<file path="src/pkg/monitor_pkg.sv">
/*
 monitor_pkg: register map, field layout, reset values, timing constants and types
 for the monitor mode and alarm control block.
 assumes a 125 MHz system clock and 32-bit AXI4-Lite register access.
*/
package monitor_pkg;

    // clock rate
    localparam int unsigned CLK_HZ = 125000000;

    // timing constants in their own units
    localparam int unsigned POPUP_QUIET_S = 3;
    localparam int unsigned RELAY_TEST_S = 3;
    localparam int unsigned PURGE_S = 7200;
    localparam int unsigned POPUP_CYCLES = POPUP_QUIET_S * CLK_HZ;
    localparam int unsigned RELAY_CYCLES = RELAY_TEST_S * CLK_HZ;
    localparam int unsigned SEC_CYCLES = CLK_HZ;

    // threshold limits and steps
    localparam logic [15:0] THR_MAX = 16'h4e20;
    localparam logic [15:0] THR_LOW_EDGE = 16'h0064;
    localparam logic [15:0] THR_MID_EDGE = 16'h03e8;
    localparam logic [15:0] STEP_LOW = 16'h0005;
    localparam logic [15:0] STEP_MID = 16'h0032;
    localparam logic [15:0] STEP_HIGH = 16'h01f4;

    // register byte offsets
    localparam logic [7:0] CTRL_OFF = 8'h00;
    localparam logic [7:0] ALERT_THR_OFF = 8'h04;
    localparam logic [7:0] ACTIVITY_OFF = 8'h08;
    localparam logic [7:0] DIAG_OFF = 8'h0c;
    localparam logic [7:0] STATUS_OFF = 8'h10;
    localparam logic [7:0] ALARM_THR_OFF = 8'h14;
    localparam logic [7:0] PURGE_LEFT_OFF = 8'h18;

    // control register fields
    localparam int CTRL_BIAS_DIS_BIT = 0;
    localparam int CTRL_SI_UNIT_BIT = 1;

    // reset values
    localparam logic [31:0] CTRL_RST = 32'h0000_0000;
    localparam logic [15:0] ALERT_THR_RST = 16'h0000;
    localparam logic [15:0] ALARM_THR_RST = 16'h0000;

    localparam logic [1:0] RESP_OKAY = 2'b00;
    localparam logic [1:0] RESP_SLVERR = 2'b10;

    typedef enum logic [2:0] {
        MODE_OFF,
        MODE_CHECK,
        MODE_MEASURE,
        MODE_SAMPLE,
        MODE_PURGE
    } mode_type;

    typedef enum logic [1:0] {
        ALM_IDLE,
        ALM_SOUNDING,
        ALM_SILENCED
    } alarm_state_type;

    typedef enum logic [1:0] {
        SCR_CHECK1,
        SCR_CHECK2,
        SCR_RUN,
        SCR_POPUP
    } screen_type;

    // outputs toward the actuators and relays
    typedef struct packed {
        logic pump;
        logic heater;
        logic bias;
        logic charge;
        logic relay_pump;
        logic relay_alarm;
    } actuator_type;

    // display indications
    typedef struct packed {
        screen_type screen;
        logic alarm_text;
        logic alert_text;
        logic airflow_fail_text;
        logic charge_icon;
        logic [7:0] diag_marks;
        logic [7:0] fail_code;
        logic [15:0] popup_value;
        logic [12:0] purge_left;
        logic show_concentration;
    } display_type;

    // sounder drive
    typedef struct packed {
        logic beep;
        logic steady;
    } sounder_type;

endpackage

</file>
<file path="src/hw/monitor_mode_alarm_control.sv">
/*
 monitor_mode_alarm_control: mode decode, latching alarm and alert, failure latch,
 threshold adjust pop-up with save timeout, purge countdown, relay test at power-up,
 and an AXI4-Lite register slave.
 assumes switch and button inputs already debounced and synchronous to ref_clk_i;
 the button press is a one-cycle pulse, the knob step is a one-cycle pulse with a direction.
*/
// Our own choices: register access over AXI4-Lite and the register offsets.
`timescale 1ns/10ps
module monitor_mode_alarm_control #(
    parameter int unsigned POPUP_CYC = monitor_pkg::POPUP_CYCLES,
    parameter int unsigned RELAY_CYC = monitor_pkg::RELAY_CYCLES,
    parameter int unsigned SEC_CYC = monitor_pkg::SEC_CYCLES
) (
    input wire logic ref_clk_i,
    input wire logic sys_rst_i,
    input wire logic [4:0] selector_i,
    input wire logic ack_press_i,
    input wire logic knob_step_i,
    input wire logic knob_up_i,
    input wire logic mains_i,
    input wire logic [7:0] diag_ok_i,
    input wire logic airflow_low_i,
    input wire logic [31:0] s_axi_awaddr,
    input wire logic s_axi_awvalid,
    output logic s_axi_awready,
    input wire logic [31:0] s_axi_wdata,
    input wire logic [3:0] s_axi_wstrb,
    input wire logic s_axi_wvalid,
    output logic s_axi_wready,
    output logic [1:0] s_axi_bresp,
    output logic s_axi_bvalid,
    input wire logic s_axi_bready,
    input wire logic [31:0] s_axi_araddr,
    input wire logic s_axi_arvalid,
    output logic s_axi_arready,
    output logic [31:0] s_axi_rdata,
    output logic [1:0] s_axi_rresp,
    output logic s_axi_rvalid,
    input wire logic s_axi_rready,
    output monitor_pkg::actuator_type act_o,
    output monitor_pkg::display_type disp_o,
    output monitor_pkg::sounder_type sound_o
);

    // selector one-hot decode, illegal or no position reads as off
    function automatic monitor_pkg::mode_type decode_mode(input logic [4:0] sel);
        monitor_pkg::mode_type m;
        m = monitor_pkg::MODE_OFF;
        unique case (sel)
            5'h02: m = monitor_pkg::MODE_CHECK;
            5'h04: m = monitor_pkg::MODE_MEASURE;
            5'h08: m = monitor_pkg::MODE_SAMPLE;
            5'h10: m = monitor_pkg::MODE_PURGE;
            default: m = monitor_pkg::MODE_OFF;
        endcase
        return m;
    endfunction

    // step size for the threshold value
    function automatic logic [15:0] step_of(input logic [15:0] v);
        logic [15:0] s;
        s = monitor_pkg::STEP_HIGH;
        if (v < monitor_pkg::THR_LOW_EDGE)
            s = monitor_pkg::STEP_LOW;
        else if (v <= monitor_pkg::THR_MID_EDGE)
            s = monitor_pkg::STEP_MID;
        return s;
    endfunction

    monitor_pkg::mode_type mode;
    monitor_pkg::alarm_state_type alarm_q;
    monitor_pkg::screen_type screen_q;
    logic [31:0] ctrl_q;
    logic [15:0] alert_thr_q;
    logic [15:0] activity_q;
    logic [15:0] alarm_thr_q;
    logic [15:0] popup_val_q;
    logic [31:0] popup_cnt_q;
    logic popup_q;
    logic [31:0] relay_cnt_q;
    logic relay_test_q;
    logic [31:0] sec_cnt_q;
    logic [12:0] purge_left_q;
    logic [7:0] fail_q;
    logic alarm_hit;
    logic alert_hit;
    logic [15:0] step;
    logic [16:0] up_val;
    logic pump_on;
    logic charge_on;
    logic [7:0] aw_addr_q;
    logic aw_held_q;
    logic [31:0] w_data_q;
    logic [3:0] w_strb_q;
    logic w_held_q;
    logic wr_go;
    logic [31:0] rd_val;
    logic rd_hit;

    assign mode = decode_mode(selector_i);

    assign alarm_hit = (alarm_thr_q != 16'h0000) && (activity_q > alarm_thr_q);
    assign alert_hit = (alert_thr_q != 16'h0000) && (activity_q > alert_thr_q);

    // alarm latch: sounding, silenced, idle
    always_ff @(posedge ref_clk_i or posedge sys_rst_i)
    begin
        if (sys_rst_i)
            alarm_q <= monitor_pkg::ALM_IDLE;
        else
        begin
            unique case (alarm_q)
                monitor_pkg::ALM_IDLE:
                    if (alarm_hit || alert_hit)
                        alarm_q <= monitor_pkg::ALM_SOUNDING;
                monitor_pkg::ALM_SOUNDING:
                    if (ack_press_i && mode != monitor_pkg::MODE_CHECK)
                        alarm_q <= monitor_pkg::ALM_SILENCED;
                monitor_pkg::ALM_SILENCED:
                    if (alarm_hit || alert_hit)
                        alarm_q <= monitor_pkg::ALM_SILENCED;
                    else if (ack_press_i && mode != monitor_pkg::MODE_CHECK)
                        alarm_q <= monitor_pkg::ALM_IDLE;
            endcase
        end
    end

    // failure latch, set wins, cleared by press once the fault is gone
    always_ff @(posedge ref_clk_i or posedge sys_rst_i)
    begin
        if (sys_rst_i)
            fail_q <= 8'h00;
        else if (mode == monitor_pkg::MODE_OFF)
            fail_q <= 8'h00;
        else if (ack_press_i)
            fail_q <= ~diag_ok_i;
        else
            fail_q <= fail_q | ~diag_ok_i;
    end

    // screen selection in check mode and pop-up takeover
    always_ff @(posedge ref_clk_i or posedge sys_rst_i)
    begin
        if (sys_rst_i)
            screen_q <= monitor_pkg::SCR_CHECK1;
        else if (mode != monitor_pkg::MODE_CHECK)
            screen_q <= monitor_pkg::SCR_CHECK1;
        else if (ack_press_i && !popup_q)
            screen_q <= (screen_q == monitor_pkg::SCR_CHECK1) ? monitor_pkg::SCR_CHECK2
                                                                : monitor_pkg::SCR_CHECK1;
    end

    assign step = step_of(popup_val_q);
    assign up_val = {1'b0, popup_val_q} + {1'b0, step};

    // threshold adjust pop-up with quiet timer
    always_ff @(posedge ref_clk_i or posedge sys_rst_i)
    begin
        if (sys_rst_i)
        begin
            popup_q <= 1'b0;
            popup_cnt_q <= 32'h0000_0000;
            popup_val_q <= monitor_pkg::ALARM_THR_RST;
            alarm_thr_q <= monitor_pkg::ALARM_THR_RST;
        end
        // adjustments outside check mode are ignored
        else if (mode != monitor_pkg::MODE_CHECK)
        begin
            popup_q <= 1'b0;
            popup_cnt_q <= 32'h0000_0000;
            popup_val_q <= alarm_thr_q;
        end
        // step opens pop-up and restarts timer
        else if (knob_step_i)
        begin
            popup_q <= 1'b1;
            popup_cnt_q <= 32'h0000_0000;
            if (knob_up_i)
                popup_val_q <= (up_val > {1'b0, monitor_pkg::THR_MAX}) ? monitor_pkg::THR_MAX : up_val[15:0];
            else if (popup_val_q > monitor_pkg::THR_LOW_EDGE)
                popup_val_q <= popup_val_q - step_of(popup_val_q - 16'h0001);
            else if (popup_val_q >= monitor_pkg::STEP_LOW)
                popup_val_q <= popup_val_q - monitor_pkg::STEP_LOW;
            else
                popup_val_q <= 16'h0000;
        end
        else if (popup_q)
        begin
            if (popup_cnt_q == POPUP_CYC - 1)
            begin
                popup_q <= 1'b0;
                alarm_thr_q <= popup_val_q;
            end
            else
                popup_cnt_q <= popup_cnt_q + 32'h0000_0001;
        end
    end

    always_ff @(posedge ref_clk_i or posedge sys_rst_i)
    begin
        if (sys_rst_i)
        begin
            relay_test_q <= 1'b1;
            relay_cnt_q <= 32'h0000_0000;
        end
        else if (relay_test_q)
        begin
            if (relay_cnt_q == RELAY_CYC - 1)
                relay_test_q <= 1'b0;
            relay_cnt_q <= relay_cnt_q + 32'h0000_0001;
        end
    end

    // purge countdown, reloads when purge not selected
    always_ff @(posedge ref_clk_i or posedge sys_rst_i)
    begin
        if (sys_rst_i)
        begin
            sec_cnt_q <= 32'h0000_0000;
            purge_left_q <= 13'(monitor_pkg::PURGE_S);
        end
        else if (mode != monitor_pkg::MODE_PURGE)
        begin
            sec_cnt_q <= 32'h0000_0000;
            purge_left_q <= 13'(monitor_pkg::PURGE_S);
        end
        else if (purge_left_q != 13'h0000)
        begin
            if (sec_cnt_q == SEC_CYC - 1)
            begin
                sec_cnt_q <= 32'h0000_0000;
                purge_left_q <= purge_left_q - 13'h0001;
            end
            else
                sec_cnt_q <= sec_cnt_q + 32'h0000_0001;
        end
    end

    // pump per mode, purge stops at end of cycle
    assign pump_on = (mode == monitor_pkg::MODE_SAMPLE) ||
                     (mode == monitor_pkg::MODE_PURGE && purge_left_q != 13'h0000);
    assign charge_on = mains_i && (mode == monitor_pkg::MODE_SAMPLE || mode == monitor_pkg::MODE_MEASURE ||
                                   mode == monitor_pkg::MODE_PURGE);

    // registered actuator, display and sounder outputs
    always_ff @(posedge ref_clk_i or posedge sys_rst_i)
    begin
        if (sys_rst_i)
        begin
            act_o <= '0;
            disp_o <= '0;
            sound_o <= '0;
        end
        else
        begin
            act_o.pump <= pump_on;
            act_o.heater <= pump_on && mode == monitor_pkg::MODE_PURGE && mains_i;
            // bias on test screen unless disabled
            act_o.bias <= screen_q == monitor_pkg::SCR_CHECK2 && !ctrl_q[monitor_pkg::CTRL_BIAS_DIS_BIT];
            act_o.charge <= charge_on;
            act_o.relay_pump <= pump_on || relay_test_q;
            act_o.relay_alarm <= alarm_q != monitor_pkg::ALM_IDLE || relay_test_q;
            disp_o.screen <= popup_q ? monitor_pkg::SCR_POPUP :
                             (mode == monitor_pkg::MODE_CHECK ? screen_q : monitor_pkg::SCR_RUN);
            disp_o.alarm_text <= alarm_q != monitor_pkg::ALM_IDLE;
            disp_o.alert_text <= alert_hit;
            disp_o.airflow_fail_text <= airflow_low_i && mode != monitor_pkg::MODE_OFF;
            disp_o.charge_icon <= charge_on;
            disp_o.diag_marks <= diag_ok_i;
            disp_o.fail_code <= fail_q;
            disp_o.popup_value <= popup_val_q;
            disp_o.purge_left <= purge_left_q;
            disp_o.show_concentration <= mode == monitor_pkg::MODE_SAMPLE || mode == monitor_pkg::MODE_MEASURE;
            sound_o.beep <= alarm_q == monitor_pkg::ALM_SOUNDING;
            sound_o.steady <= fail_q != 8'h00;
        end
    end

    // axi write: address and data caught in either order
    assign s_axi_awready = !aw_held_q && !s_axi_bvalid;
    assign s_axi_wready = !w_held_q && !s_axi_bvalid;
    assign wr_go = aw_held_q && w_held_q && !s_axi_bvalid;

    always_ff @(posedge ref_clk_i or posedge sys_rst_i)
    begin
        if (sys_rst_i)
        begin
            aw_held_q <= 1'b0;
            w_held_q <= 1'b0;
            aw_addr_q <= 8'h00;
            w_data_q <= 32'h0000_0000;
            w_strb_q <= 4'h0;
            s_axi_bvalid <= 1'b0;
            s_axi_bresp <= monitor_pkg::RESP_OKAY;
        end
        else
        begin
            if (s_axi_awvalid && s_axi_awready)
            begin
                aw_held_q <= 1'b1;
                aw_addr_q <= s_axi_awaddr[7:0];
            end
            if (s_axi_wvalid && s_axi_wready)
            begin
                w_held_q <= 1'b1;
                w_data_q <= s_axi_wdata;
                w_strb_q <= s_axi_wstrb;
            end
            if (wr_go)
            begin
                aw_held_q <= 1'b0;
                w_held_q <= 1'b0;
                s_axi_bvalid <= 1'b1;
                s_axi_bresp <= (aw_addr_q == monitor_pkg::CTRL_OFF || aw_addr_q == monitor_pkg::ALERT_THR_OFF ||
                                aw_addr_q == monitor_pkg::ACTIVITY_OFF) ? monitor_pkg::RESP_OKAY
                                                                        : monitor_pkg::RESP_SLVERR;
            end
            else if (s_axi_bready)
                s_axi_bvalid <= 1'b0;
        end
    end

    // software-written registers with byte strobes
    always_ff @(posedge ref_clk_i or posedge sys_rst_i)
    begin
        if (sys_rst_i)
        begin
            ctrl_q <= monitor_pkg::CTRL_RST;
            alert_thr_q <= monitor_pkg::ALERT_THR_RST;
            activity_q <= 16'h0000;
        end
        else if (wr_go)
        begin
            for (int b = 0; b < 4; b++)
                if (w_strb_q[b] && aw_addr_q == monitor_pkg::CTRL_OFF)
                    ctrl_q[b*8 +: 8] <= w_data_q[b*8 +: 8];
            for (int b = 0; b < 2; b++)
            begin
                if (w_strb_q[b] && aw_addr_q == monitor_pkg::ALERT_THR_OFF)
                    alert_thr_q[b*8 +: 8] <= w_data_q[b*8 +: 8];
                if (w_strb_q[b] && aw_addr_q == monitor_pkg::ACTIVITY_OFF)
                    activity_q[b*8 +: 8] <= w_data_q[b*8 +: 8];
            end
        end
    end

    // read decode
    always_comb
    begin
        rd_hit = 1'b1;
        rd_val = 32'h0000_0000;
        unique case (s_axi_araddr[7:0])
            monitor_pkg::CTRL_OFF: rd_val = ctrl_q;
            monitor_pkg::ALERT_THR_OFF: rd_val = {16'h0000, alert_thr_q};
            monitor_pkg::ACTIVITY_OFF: rd_val = {16'h0000, activity_q};
            monitor_pkg::DIAG_OFF: rd_val = {16'h0000, fail_q, diag_ok_i};
            monitor_pkg::STATUS_OFF: rd_val = {23'h000000, relay_test_q, popup_q, alarm_q, mode,
                                               disp_o.alert_text, disp_o.alarm_text};
            monitor_pkg::ALARM_THR_OFF: rd_val = {popup_val_q, alarm_thr_q};
            monitor_pkg::PURGE_LEFT_OFF: rd_val = {19'h00000, purge_left_q};
            default: rd_hit = 1'b0;
        endcase
    end

    assign s_axi_arready = !s_axi_rvalid;

    always_ff @(posedge ref_clk_i or posedge sys_rst_i)
    begin
        if (sys_rst_i)
        begin
            s_axi_rvalid <= 1'b0;
            s_axi_rdata <= 32'h0000_0000;
            s_axi_rresp <= monitor_pkg::RESP_OKAY;
        end
        else if (s_axi_arvalid && s_axi_arready)
        begin
            s_axi_rvalid <= 1'b1;
            s_axi_rdata <= rd_val;
            s_axi_rresp <= rd_hit ? monitor_pkg::RESP_OKAY : monitor_pkg::RESP_SLVERR;
        end
        else if (s_axi_rready)
            s_axi_rvalid <= 1'b0;
    end

    // checks
    chk_off_no_charge: assert property (@(posedge ref_clk_i) disable iff (sys_rst_i)
        mode == monitor_pkg::MODE_OFF |=> !act_o.charge) else $error("charging in off");
    chk_measure_pump_off: assert property (@(posedge ref_clk_i) disable iff (sys_rst_i)
        mode == monitor_pkg::MODE_MEASURE |=> !act_o.pump) else $error("pump on in measure");
    chk_heater_mains: assert property (@(posedge ref_clk_i) disable iff (sys_rst_i)
        act_o.heater |-> $past(mains_i) && $past(mode) == monitor_pkg::MODE_PURGE) else $error("heater bad");
    chk_alarm_latch: assert property (@(posedge ref_clk_i) disable iff (sys_rst_i)
        alarm_hit && alarm_q == monitor_pkg::ALM_IDLE |=> ##1 disp_o.alarm_text && sound_o.beep)
        else $error("alarm not latched");
    chk_silence_keeps: assert property (@(posedge ref_clk_i) disable iff (sys_rst_i)
        alarm_q == monitor_pkg::ALM_SOUNDING && ack_press_i && mode != monitor_pkg::MODE_CHECK
        |=> ##1 !sound_o.beep && disp_o.alarm_text) else $error("silence wrong");
    chk_clear_blocked: assert property (@(posedge ref_clk_i) disable iff (sys_rst_i)
        alarm_q == monitor_pkg::ALM_SILENCED && alarm_hit |=> alarm_q != monitor_pkg::ALM_IDLE)
        else $error("cleared while high");
    chk_out_of_mode: assert property (@(posedge ref_clk_i) disable iff (sys_rst_i)
        mode != monitor_pkg::MODE_CHECK |=> $stable(alarm_thr_q)) else $error("threshold changed");
    chk_thr_max: assert property (@(posedge ref_clk_i) disable iff (sys_rst_i)
        popup_val_q <= monitor_pkg::THR_MAX) else $error("threshold over max");
    chk_fail_steady: assert property (@(posedge ref_clk_i) disable iff (sys_rst_i)
        diag_ok_i != 8'hff && mode != monitor_pkg::MODE_OFF && !ack_press_i |=> ##1 sound_o.steady)
        else $error("failure not latched");
    chk_relay_test: assert property (@(posedge ref_clk_i) disable iff (sys_rst_i)
        relay_test_q |=> act_o.relay_pump && act_o.relay_alarm) else $error("relay test missing");
    cov_alarm_cycle: cover property (@(posedge ref_clk_i) disable iff (sys_rst_i)
        alarm_q == monitor_pkg::ALM_SILENCED ##1 alarm_q == monitor_pkg::ALM_IDLE);
    cov_popup_save: cover property (@(posedge ref_clk_i) disable iff (sys_rst_i) popup_q ##1 !popup_q);
    cov_purge_tick: cover property (@(posedge ref_clk_i) disable iff (sys_rst_i) $fell(purge_left_q[0]));

endmodule

</file>
<file path="config.mk">
export PLATFORM = sky130hd
export DESIGN_NAME = monitor_mode_alarm_control
export DESIGN_NICKNAME = d
export VERILOG_FILES = /design/src/pkg/monitor_pkg.sv /design/src/hw/monitor_mode_alarm_control.sv
export SDC_FILE = /design/constraint.sdc
export NUM_CORES = 1
export LEC_CHECK = 0
export ABC_AREA = 1
export CAP_MARGIN = 20
export CORE_AREA = 2 2 189 210
export CTS_CLUSTER_SIZE = 25
export DETAILED_ROUTE_END_ITERATION = 8
export DIE_AREA = 0 0 191 212
export DONT_BUFFER_PORTS = 1
export MAX_ROUTING_LAYER = met4
export REMOVE_ABC_BUFFERS = 1
export SLEW_MARGIN = 25
export SYNTH_ARGS = -nofsm -noshare
export SYNTH_HDL_FRONTEND = slang
export SYNTH_SLANG_ARGS = --single-unit
</file>
<file path="constraint.sdc">
create_clock -name ref_clk_i -period 11.77 [get_ports ref_clk_i]
set_input_delay 0.5885 -clock ref_clk_i [delete_from_list [all_inputs] [get_ports ref_clk_i]]
set_output_delay 0.5885 -clock ref_clk_i [all_outputs]
set_load 0.1 [all_outputs]
</file>
Word level (Yosys, flattened, before mapping)
Cells that the tools add are included.
{"block": "totals", "register_bits": 362, "latchBits": 0, "ramBits": 0, "mem_bits_ro": 0, "inputBits": 125, "memories": 0}
{"block": "classes", "n_addsub": 8, "mul": 0, "div": 0, "order_cmp": 9, "n_eq_ne": 28, "shift": 0, "muxes": 55, "n_bitwise": 4, "reduce_logical": 72}
{"op": "32-bit 2-to-1 mux", "n": 7}
{"op": "32-bit case mux with 7 select lines", "n": 1}
{"op": "16-bit 2-to-1 mux", "n": 10}
{"op": "32-bit by 1-bit adder with 32-bit output (second input constant)", "n": 3}
{"op": "32-bit by 29-bit == test with 1-bit output (second input constant)", "n": 2}
{"op": "13-bit 2-to-1 mux", "n": 3}
{"op": "9-bit 2-to-1 mux", "n": 4}
{"op": "32-bit by 27-bit == test with 1-bit output (second input constant)", "n": 1}
{"op": "16-bit greater-than comparator", "n": 2}
{"op": "16-bit by 10-bit less-or-equal comparator with 1-bit output (second input constant)", "n": 2}
{"op": "16-bit by 7-bit less-than comparator with 1-bit output (second input constant)", "n": 2}
{"op": "16-bit nonzero test", "n": 2}
{"op": "1-bit logical AND", "n": 25}
{"op": "8-bit by 4-bit == test with 1-bit output (second input constant)", "n": 3}
{"op": "8-bit by 5-bit == test with 1-bit output (second input constant)", "n": 3}
{"op": "2-bit 2-to-1 mux", "n": 10}
{"op": "2-bit AND reduction", "n": 10}
{"op": "2-bit nonzero test", "n": 9}
{"op": "16-bit by 16-bit adder with 17-bit output", "n": 1}
{"op": "17-bit by 15-bit greater-than comparator with 1-bit output (second input constant)", "n": 1}
{"op": "8-bit by 3-bit == test with 1-bit output (second input constant)", "n": 2}
{"op": "16-bit by 3-bit greater-or-equal comparator with 1-bit output (second input constant)", "n": 1}
{"op": "16-bit by 7-bit greater-than comparator with 1-bit output (second input constant)", "n": 1}
{"op": "8-bit logical NOT", "n": 2}
{"op": "other kinds (33)", "n": 69}

Logic depth before layout (Yosys ltp)
Gate-level depths: netlist (run 1).
{"block": "depth", "ltp_word": 13, "depth_mapped": 28}

Worst setup path before layout (run 1)
No wires, ideal clock.
{"block": "synth_path", "path_kind": "register -> register", "startpoint": "register popup_val_q[1]", "endpoint": "register popup_val_q[12]", "setup_time_ps": 67, "arrival_time_ps": 3404, "required_time_ps": 11703, "path_slack_ps": 8300, "stages_incl_launch_ff": 27, "period_less_slack_ps": 3470, "cell_sequence": "dfrtp_1 -> inv_1 -> ha_1 -> inv_1 -> nor2_1 -> nand2_1 -> inv_1 -> nand4_1 -> nor2_1 -> xor2_1 -> nor3_1 -> and3_1 -> ha_1 -> inv_1 -> fa_1 -> nand2_1 -> nand2_1 -> nand4_1 -> nand2_1 -> nand2_1 -> nand2_1 -> nor2_1 -> xor2_1 -> nand2_1 -> a21oi_1 -> nand2_1 -> nand2_1"}
{"block": "synth_between", "elab_chain_len": 13}
{"element": "start: declaration", "line_no": "monitor_mode_alarm_control.sv:78", "source": "logic [15:0] popup_val_q;"}
{"element": "start signal: assignment", "line_no": "monitor_mode_alarm_control.sv:164", "source": "popup_val_q <= monitor_pkg::ALARM_THR_RST;"}
{"element": "start signal: assignment", "line_no": "monitor_mode_alarm_control.sv:172", "source": "popup_val_q <= alarm_thr_q;"}
{"element": "start signal: assignment", "line_no": "monitor_mode_alarm_control.sv:180", "source": "popup_val_q <= (up_val > {1'b0, monitor_pkg::THR_MAX}) ? monitor_pkg::THR_MAX : up_val[15:0];"}
{"element": "16-bit by 1-bit subtractor with 16-bit output", "line_no": "monitor_mode_alarm_control.sv:182", "source": "popup_val_q <= popup_val_q - step_of(popup_val_q - 16'h0001);"}
{"element": "16-bit by 10-bit less-or-equal comparator with 1-bit output", "line_no": "monitor_mode_alarm_control.sv:66", "source": "else if (v <= monitor_pkg::THR_MID_EDGE)"}
{"element": "9-bit 2-to-1 mux", "line_no": "monitor_mode_alarm_control.sv:66"}
{"element": "9-bit 2-to-1 mux", "line_no": "monitor_mode_alarm_control.sv:64", "source": "if (v < monitor_pkg::THR_LOW_EDGE)"}
{"element": "16-bit 2-to-1 mux", "line_no": "monitor_mode_alarm_control.sv:181", "source": "else if (popup_val_q > monitor_pkg::THR_LOW_EDGE)"}
{"element": "16-bit 2-to-1 mux", "line_no": "monitor_mode_alarm_control.sv:179", "source": "if (knob_up_i)"}
{"element": "16-bit 2-to-1 mux", "line_no": "monitor_mode_alarm_control.sv:175", "source": "else if (knob_step_i)"}
{"element": "16-bit 2-to-1 mux", "line_no": "monitor_mode_alarm_control.sv:168", "source": "else if (mode != monitor_pkg::MODE_CHECK)"}
{"element": "16-bit subtractor", "line_no": "monitor_mode_alarm_control.sv:182"}
{"element": "16-bit 2-to-1 mux", "line_no": "monitor_mode_alarm_control.sv:181"}
{"element": "16-bit 2-to-1 mux (*)", "line_no": "monitor_mode_alarm_control.sv:179"}
{"element": "16-bit 2-to-1 mux (*)", "line_no": "monitor_mode_alarm_control.sv:175"}
{"element": "16-bit 2-to-1 mux (*)", "line_no": "monitor_mode_alarm_control.sv:168"}
Every way passes the cells marked *; elsewhere a longest branch is shown, timed or not. The select of a mux whose other input is x is not followed.
A chain may end at the register's enable or synchronous reset.

Worst setup path in the final report (run 1)
{"block": "layout_path", "startpoint": "register popup_val_q[0]", "endpoint": "register popup_val_q[15]"}
The elaborated chain is that of the path after synthesis.

==> results of run 1 <==
==> cell type report <==
class                      count  area [um^2]  share of cell area
clock buffer                  58         1190              0.0571
clock inverter                17          299              0.0143
inverter                     308         1160              0.0557
multi-input combinational   1644         8510               0.408
sequential                   359         8990               0.431
tap                          507          634              0.0304
timing repair buffer           9         87.6             0.00420
==> per-stage QoR <==
| step | hold WS, ns | setup slack, ns |
|---|---|---|
| after floorplan | 0.354 | 1.23 |
| after global placement | 0.403 | 7.03 |
| after detailed placement | 0.385 | 6.95 |
| after CTS | 0.00837 | 6.94 |
| after global routing | 0.0118 | 6.76 |
| final | -0.00966 | 7.21 |
==> critical path: cells and delay by family (launching register included) <==
family,cells,cell delay [ns]
adders and majority gates,2,0.55
buffers and inverters,3,0.51
and+or+nand+nor,18,2.39
DFF,1,0.49
AOI/OAI and AO/OA,3,0.45
xor gates and xnor gates,1,0.08
==> registers in the layout, summed over array words and instances, names as in the netlist, 2 cells and up <==
signal        flops
alarm_q           2
popup_cnt_q      32
activity_q       16
purge_left_q     13
sec_cnt_q        32
s_axi_rdata      32
alert_thr_q      16
disp_o           52
popup_val_q      16
act_o             5
ctrl_q           32
fail_q            8
aw_addr_q         8
alarm_thr_q      16
w_strb_q          4
sound_o           2
w_data_q         32
relay_cnt_q      32
==> routing by layer <==
layer / GRT usage / part of all wire / wire [um] / up-vias
met4: 0.103 / 0.033 / 1730 / 0
met3: 0.0437 / 0.058 / 3060 / 96
met2: 0.423 / 0.46 / 24100 / 486
met5: - / 0 / 0 / -
li1: - / - / - / 7771
met1: 0.363 / 0.45 / 23600 / 7645
==> power by group through the flow <==
stage                     Combinational, mW  Sequential [mW]  Clock, mW
final                                 0.614             1.58       1.40
after detailed placement              0.617             1.60          0
after floorplan                       0.477             1.57          0
after CTS                             0.620             1.58       1.43
after global routing                  0.716             1.60       1.48
after global placement                0.599             1.60          0
==> kinds of logic (layout without fill, tap and decap cells) <==
group                      Yosys count  count (layout)
and+or+nand+nor                   1089            1089
AOI/OAI and AO/OA                  415             415
buffers and inverters              377             392
DFF                                359             359
xor gates and xnor gates            70              70
adders and majority gates           60              60
muxes                                8               8
other                                1               2
==> cells in the final DEF, fill, tap and decap left out, types with 8 or more instances in the layout <==
cell type / instances
dfrtp_1: 353
nor2_1: 219
a221oi_1: 10
mux2_2: 8
nand4_1: 53
ha_1: 58
a211oi_1: 8
nor4_1: 31
nand2_2: 8
inv_2: 9
o22ai_1: 15
nor3_1: 48
o31ai_1: 8
a21oi_1: 137
clkbuf_8: 8
nand2_1: 581
o21ai_0: 188
inv_1: 296
xor2_1: 58
nor2_2: 8
xnor2_1: 12
clkbuf_1: 8
clkbuf_16: 42
nand3_1: 114
==> path summary, 6_finish.rpt <==
path	to	slack, ns	depth (start not counted)
worst max-delay path	popup_val_q[15]	7.21	27
worst min-delay path	sec_cnt_q[22]	-0.01	1
worst max register to register	popup_val_q[15]	7.21	27
worst min register to register	disp_o[36]	0.40	0
max in group asynchronous	popup_val_q[8]	9.60	3
min in group ref_clk_i	disp_o[41]	0.04	0
==> impl_metrics.tcl, run 1 <==
set metrics [dict create \
    outcome "finished, violations left" \
    violations "hold timing" \
    synth_top_area_frac 0.468 \
    reg2reg_from "popup_val_q[0]" \
    start_util 0.491 \
    yosys.area_share.simple 0.249 \
    first_pass_iters 7 \
    setup_viol 0 \
    synth_xor_area_frac 0.0324 \
    p_comb_frac 0.171 \
    tns_ns 0 \
    postCtsResizedCells 0 \
    synth.area.top_cells "dfrtp_1 47%, nand2_1 12%, inv_1 5.9%" \
    synth_seq_cells 359 \
    critical-path-slowest-cell "dfrtp_1" \
    numCtsBuffers 41 \
    place_congestion 0.944 \
    hpwl_um 37900 \
    crit_type "flop to flop" \
    layout.nets 2548 \
    min_path_type "primary input to asynchronous set/reset pin" \
    coreArea_um2 38500 \
    die_x_um 191 \
    dr.first_iter.drc_count 1071 \
    yosys_warnings 0 \
    leakage_nw 10.0 \
    ios 226 \
    peakVddDrop_uv 213 \
    instances_no_fill 2902 \
    fin_crit_ns 4.56 \
    syn2layout_area_growth_pct 10.4 \
    cpMostUsedCell "nand2_1" \
    grt_start_max_net_pins 166 \
    critPathLaunchType "flop" \
    dp_cells 2827 \
    die_h_um 212 \
    synth_adder_area_share 0.0405 \
    fmax_mhz 219 \
    clk_pin_slew_ns 0.06 \
    yosysTopAreaCell "dfrtp_1" \
    synth_ff_type "dfrtp_1" \
    syn_area_um2 18900 \
    cts_tree "done" \
    antenna_found_initial 0 \
    synth-edff-count 0 \
    worst_slew_pin_slew_ns 1.10 \
    drt-total-wl_um 52500 \
    ys_seq_area_frac 0.475 \
    synth-async-reset-ratio 1.00 \
    synth.most_common_cell "nand2_1" \
    port_buffers 0 \
    worstSetupEndpointType "flop" \
    cts_buffer_depth 3 \
    synth.avg_cell_area_um2 7.95 \
    drv_cap 0 \
    p_clk_frac 0.389 \
    num_vias 15998 \
    grt_pass1_wl_um 84400 \
    insertion_delay_ns 0.58 \
    synth_common_cells "583 x nand2_1, 354 x dfrtp_1, 297 x inv_1" \
    n_fill_cell 3651 \
    postCtsHoldBufs 0 \
    die_area_um2 40500 \
    period_share 0.387 \
    synth_mux_area_frac 0.00476 \
    final_core_util 0.542 \
    synth_top_family_by_area "simple AND/OR/NAND/NOR gates" \
    cts.sinks 359 \
    p_sw_frac 0.319 \
    worstPathRequired_ns 12.23 \
    gr-usage-all-layers 0.273 \
    final_area_um2 20900 \
    antenna_cells 0 \
    dpl_cell_area_um2 19400 \
    relSlewSlack 0.263 \
    startpoint "popup_val_q[0]" \
    ctsHtreeMaxLevel 2 \
    drc_errors 0 \
    cp_data_arrival_time_ns 5.02 \
    ant_nets 0 \
    whs_ns -0.00966 \
    synth_cell_type_count 56 \
    root_buffer "clkbuf_16" \
    syn_inst 2379 \
    intPower_mw 2.45 \
    skew_ns 0.0267 \
    std_cell_rows 76 \
    via_per_inst 5.51 \
    seq_power_share 0.440 \
    post_cts_buffers 0 \
    max_stage_delay_ns 0.49 \
    grt_overflow 0 \
    drive_above_1_share 0.0593 \
    slew_viol_final 0 \
    cp_max_fo 7 \
    grt_pass1_vias 15503 \
    rsz0062_at_grt "no" \
    powerDensity_nw_per_um2 172 \
    switchingPower_mw 1.15 \
    totalPowerFinal_mw 3.59 \
    synth-compound-area-share 0.121 \
    wl_per_cell_um 18.1 \
    hold_violations 3 \
]
Power figures use the tool's default switching activity.
==> run 2, diff against run 1 <==
==> constraint.sdc (replaced) <==
create_clock -name ref_clk_i -period 4.4 [get_ports ref_clk_i]
set_input_delay 0.22 -clock ref_clk_i [delete_from_list [all_inputs] [get_ports ref_clk_i]]
set_output_delay 0.22 -clock ref_clk_i [all_outputs]
set_load 0.1 [all_outputs]
==> run 2 against run 1 <==
Net effect:
- the flow now finishes without violations
- hold slack better by 0.023 ns
- sequential share of layout area down 1.4 points
- count of clock-buffer cells in the layout down 2
- critical path depth down 4
- via count up 2.4%
- total power rose to 2.6 times the previous value
- first-iteration DRC count up 4.9%
- cell area up 3.3%
- utilization up 1.8 points
- clock skew down 0.016 ns
- sequential cell count unchanged
- highest routed layer unchanged
==> impl_metrics.tcl, run 2 (synthesis gave the netlist of run 1 again) <==
set metrics [dict create \
    crit_type "flop to flop" \
    cts_buffer_depth 3 \
    leakage_nw 10.3 \
    die_x_um 191 \
    insertion_delay_ns 0.56 \
    grt_overflow 0 \
    die_h_um 212 \
    tns_ns 0 \
    final_area_um2 21600 \
    root_buffer "clkbuf_16" \
    period_share 0.910 \
    drc_errors 0 \
    dpl_cell_area_um2 19600 \
    drt-total-wl_um 53400 \
    largest_register_ff_count 52 \
    via_per_inst 5.48 \
    layout_common_cells "582 x nand2_1, 353 x dfrtp_1, 295 x inv_1" \
    worstPathRequired_ns 4.90 \
    r2r_slack_ns 0.39 \
    cts_tree "done" \
    dp_cells 2855 \
    register_area_um2 8990 \
    wl_per_cell_um 17.9 \
    ios 226 \
    totalPowerFinal_mw 9.40 \
    fin_crit_ns 4.01 \
    cp-endpoint "popup_val_q[12]" \
    grt_pass1_vias 16185 \
    layout_commonest_cell "nand2_1" \
    outcome "finished, final reports clean" \
    relSlewSlack 0.308 \
    grt_pass1_wl_um 85900 \
    port_buffers 0 \
    start_util 0.491 \
    syn2layout_area_growth_pct 14.0 \
    num_vias 16386 \
    layout.nets 2640 \
    grt_start_max_net_pins 117 \
    critPathLaunchType "flop" \
    coreArea_um2 38500 \
    r2r_end "popup_val_q[12]" \
    worstSetupEndpointType "flop" \
    n_fill_cell 3616 \
    hold_violations 0 \
    first_pass_iters 5 \
    whs_ns 0.0132 \
    post_cts_buffers 0 \
    instances_no_fill 2991 \
    std_cell_rows 76 \
    worst_slew_pin_slew_ns 1.04 \
    fmax_mhz 250 \
    slew_viol_final 0 \
    clk_pin_slew_ns 0.06 \
    numCtsBuffers 40 \
    antenna_found_initial 1 \
    place_congestion 0.948 \
    startpoint "popup_val_q[3]" \
    ant_nets 0 \
    rsz0062_at_grt "no" \
    hpwl_um 38400 \
    max_flop_register "disp_o" \
    reg2reg_depth 23 \
    reg2reg_from "popup_val_q[3]" \
    peakVddDrop_uv 617 \
    cts.sinks 359 \
    powerDensity_nw_per_um2 436 \
    dr.first_iter.drc_count 1124 \
    drv_cap 0 \
    ctsHtreeMaxLevel 2 \
    gr-usage-all-layers 0.278 \
    cp_data_arrival_time_ns 4.51 \
    setup_viol 0 \
    min_path_type "primary input to flop" \
    multi_input_area_um2 8500 \
    cp_max_fo 5 \
    skew_ns 0.0111 \
    drive_above_1_share 0.0652 \
    die_area_um2 40500 \
]
[run 2: final cells by class]
cell class	instances	area share
timing repair buffer	102	0.0442
multi-input combinational	1644	0.394
antenna	1	0.000116
clock buffer	56	0.0525
inverter	308	0.0541
sequential	359	0.417
clock inverter	14	0.00876
tap	507	0.0294
[run 2: worst max-delay path, cell delays in order (launching register included)]
cell and delay [ns]:
dfrtp_1 0.46, nor2_1 0.27, nand3_1 0.15, nor2_2 0.22, nand2_1 0.13, xor2_1 0.20
inv_1 0.06, nor4_1 0.31, and3_2 0.31, ha_1 0.16, inv_1 0.06, fa_1 0.37
nand2_1 0.09, nand2_1 0.09, nand4_1 0.09, nand2_1 0.10, nand2_1 0.09, nand2_1 0.13
nor2_1 0.17, xor2_1 0.16, nand2_1 0.06, a21oi_1 0.13, nand2_1 0.07, nand2_1 0.05
[run 2: timing repair]
action	in CTS	in global routing
gates resized for setup	0	3
endpoints found under the setup margin	0	3
hold endpoints to repair	190	0
hold buffers	65	0
[run 2: how the worst min path moves through the flow]
stage | end | startpoint | slack (ns) | cells past startpoint
after global routing | s_axi_rdata[4] | diag_ok_i[4] | 0.03 | 3
after CTS | w_held_q | s_axi_wvalid | 0.002 | 3
after global placement | disp_o[2] | sys_rst_i | 0.24 | 1
after floorplan | disp_o[38] | diag_ok_i[0] | 0.25 | 0
after detailed placement | disp_o[2] | sys_rst_i | 0.25 | 1
final | disp_o[46] | selector_i[2] | 0.01 | 3
[run 2: layer usage]
| layer | part of all wire | global-route usage | vias to the layer above |
|---|---|---|---|
| li1 | - | - | 7969 |
| met1 | 0.44 | 0.361 | 7844 |
| met2 | 0.47 | 0.439 | 452 |
| met3 | 0.053 | 0.0452 | 121 |
| met4 | 0.035 | 0.104 | 0 |
| met5 | 0 | - | - |
[run 2: report_power, final]
group          internal, mW  total (mW)  leakage [nW]  switching (mW)
Combinational         0.616        1.76          4.90            1.14
Sequential             3.67        4.23          4.78           0.554
Clock                  2.04        3.42         0.651            1.38
Total                  6.33        9.40          10.3            3.08
[run 2: metrics by stage]
stage / util / setup slack [ns]
2_1_floorplan: - / -5.77
3_3_place_gp: 0.509 / 0.538
3_5_place_dp: 0.509 / 0.408
4_1_cts: 0.560 / 0.390
5_1_grt: 0.560 / 0.0100
6_report: 0.560 / 0.395
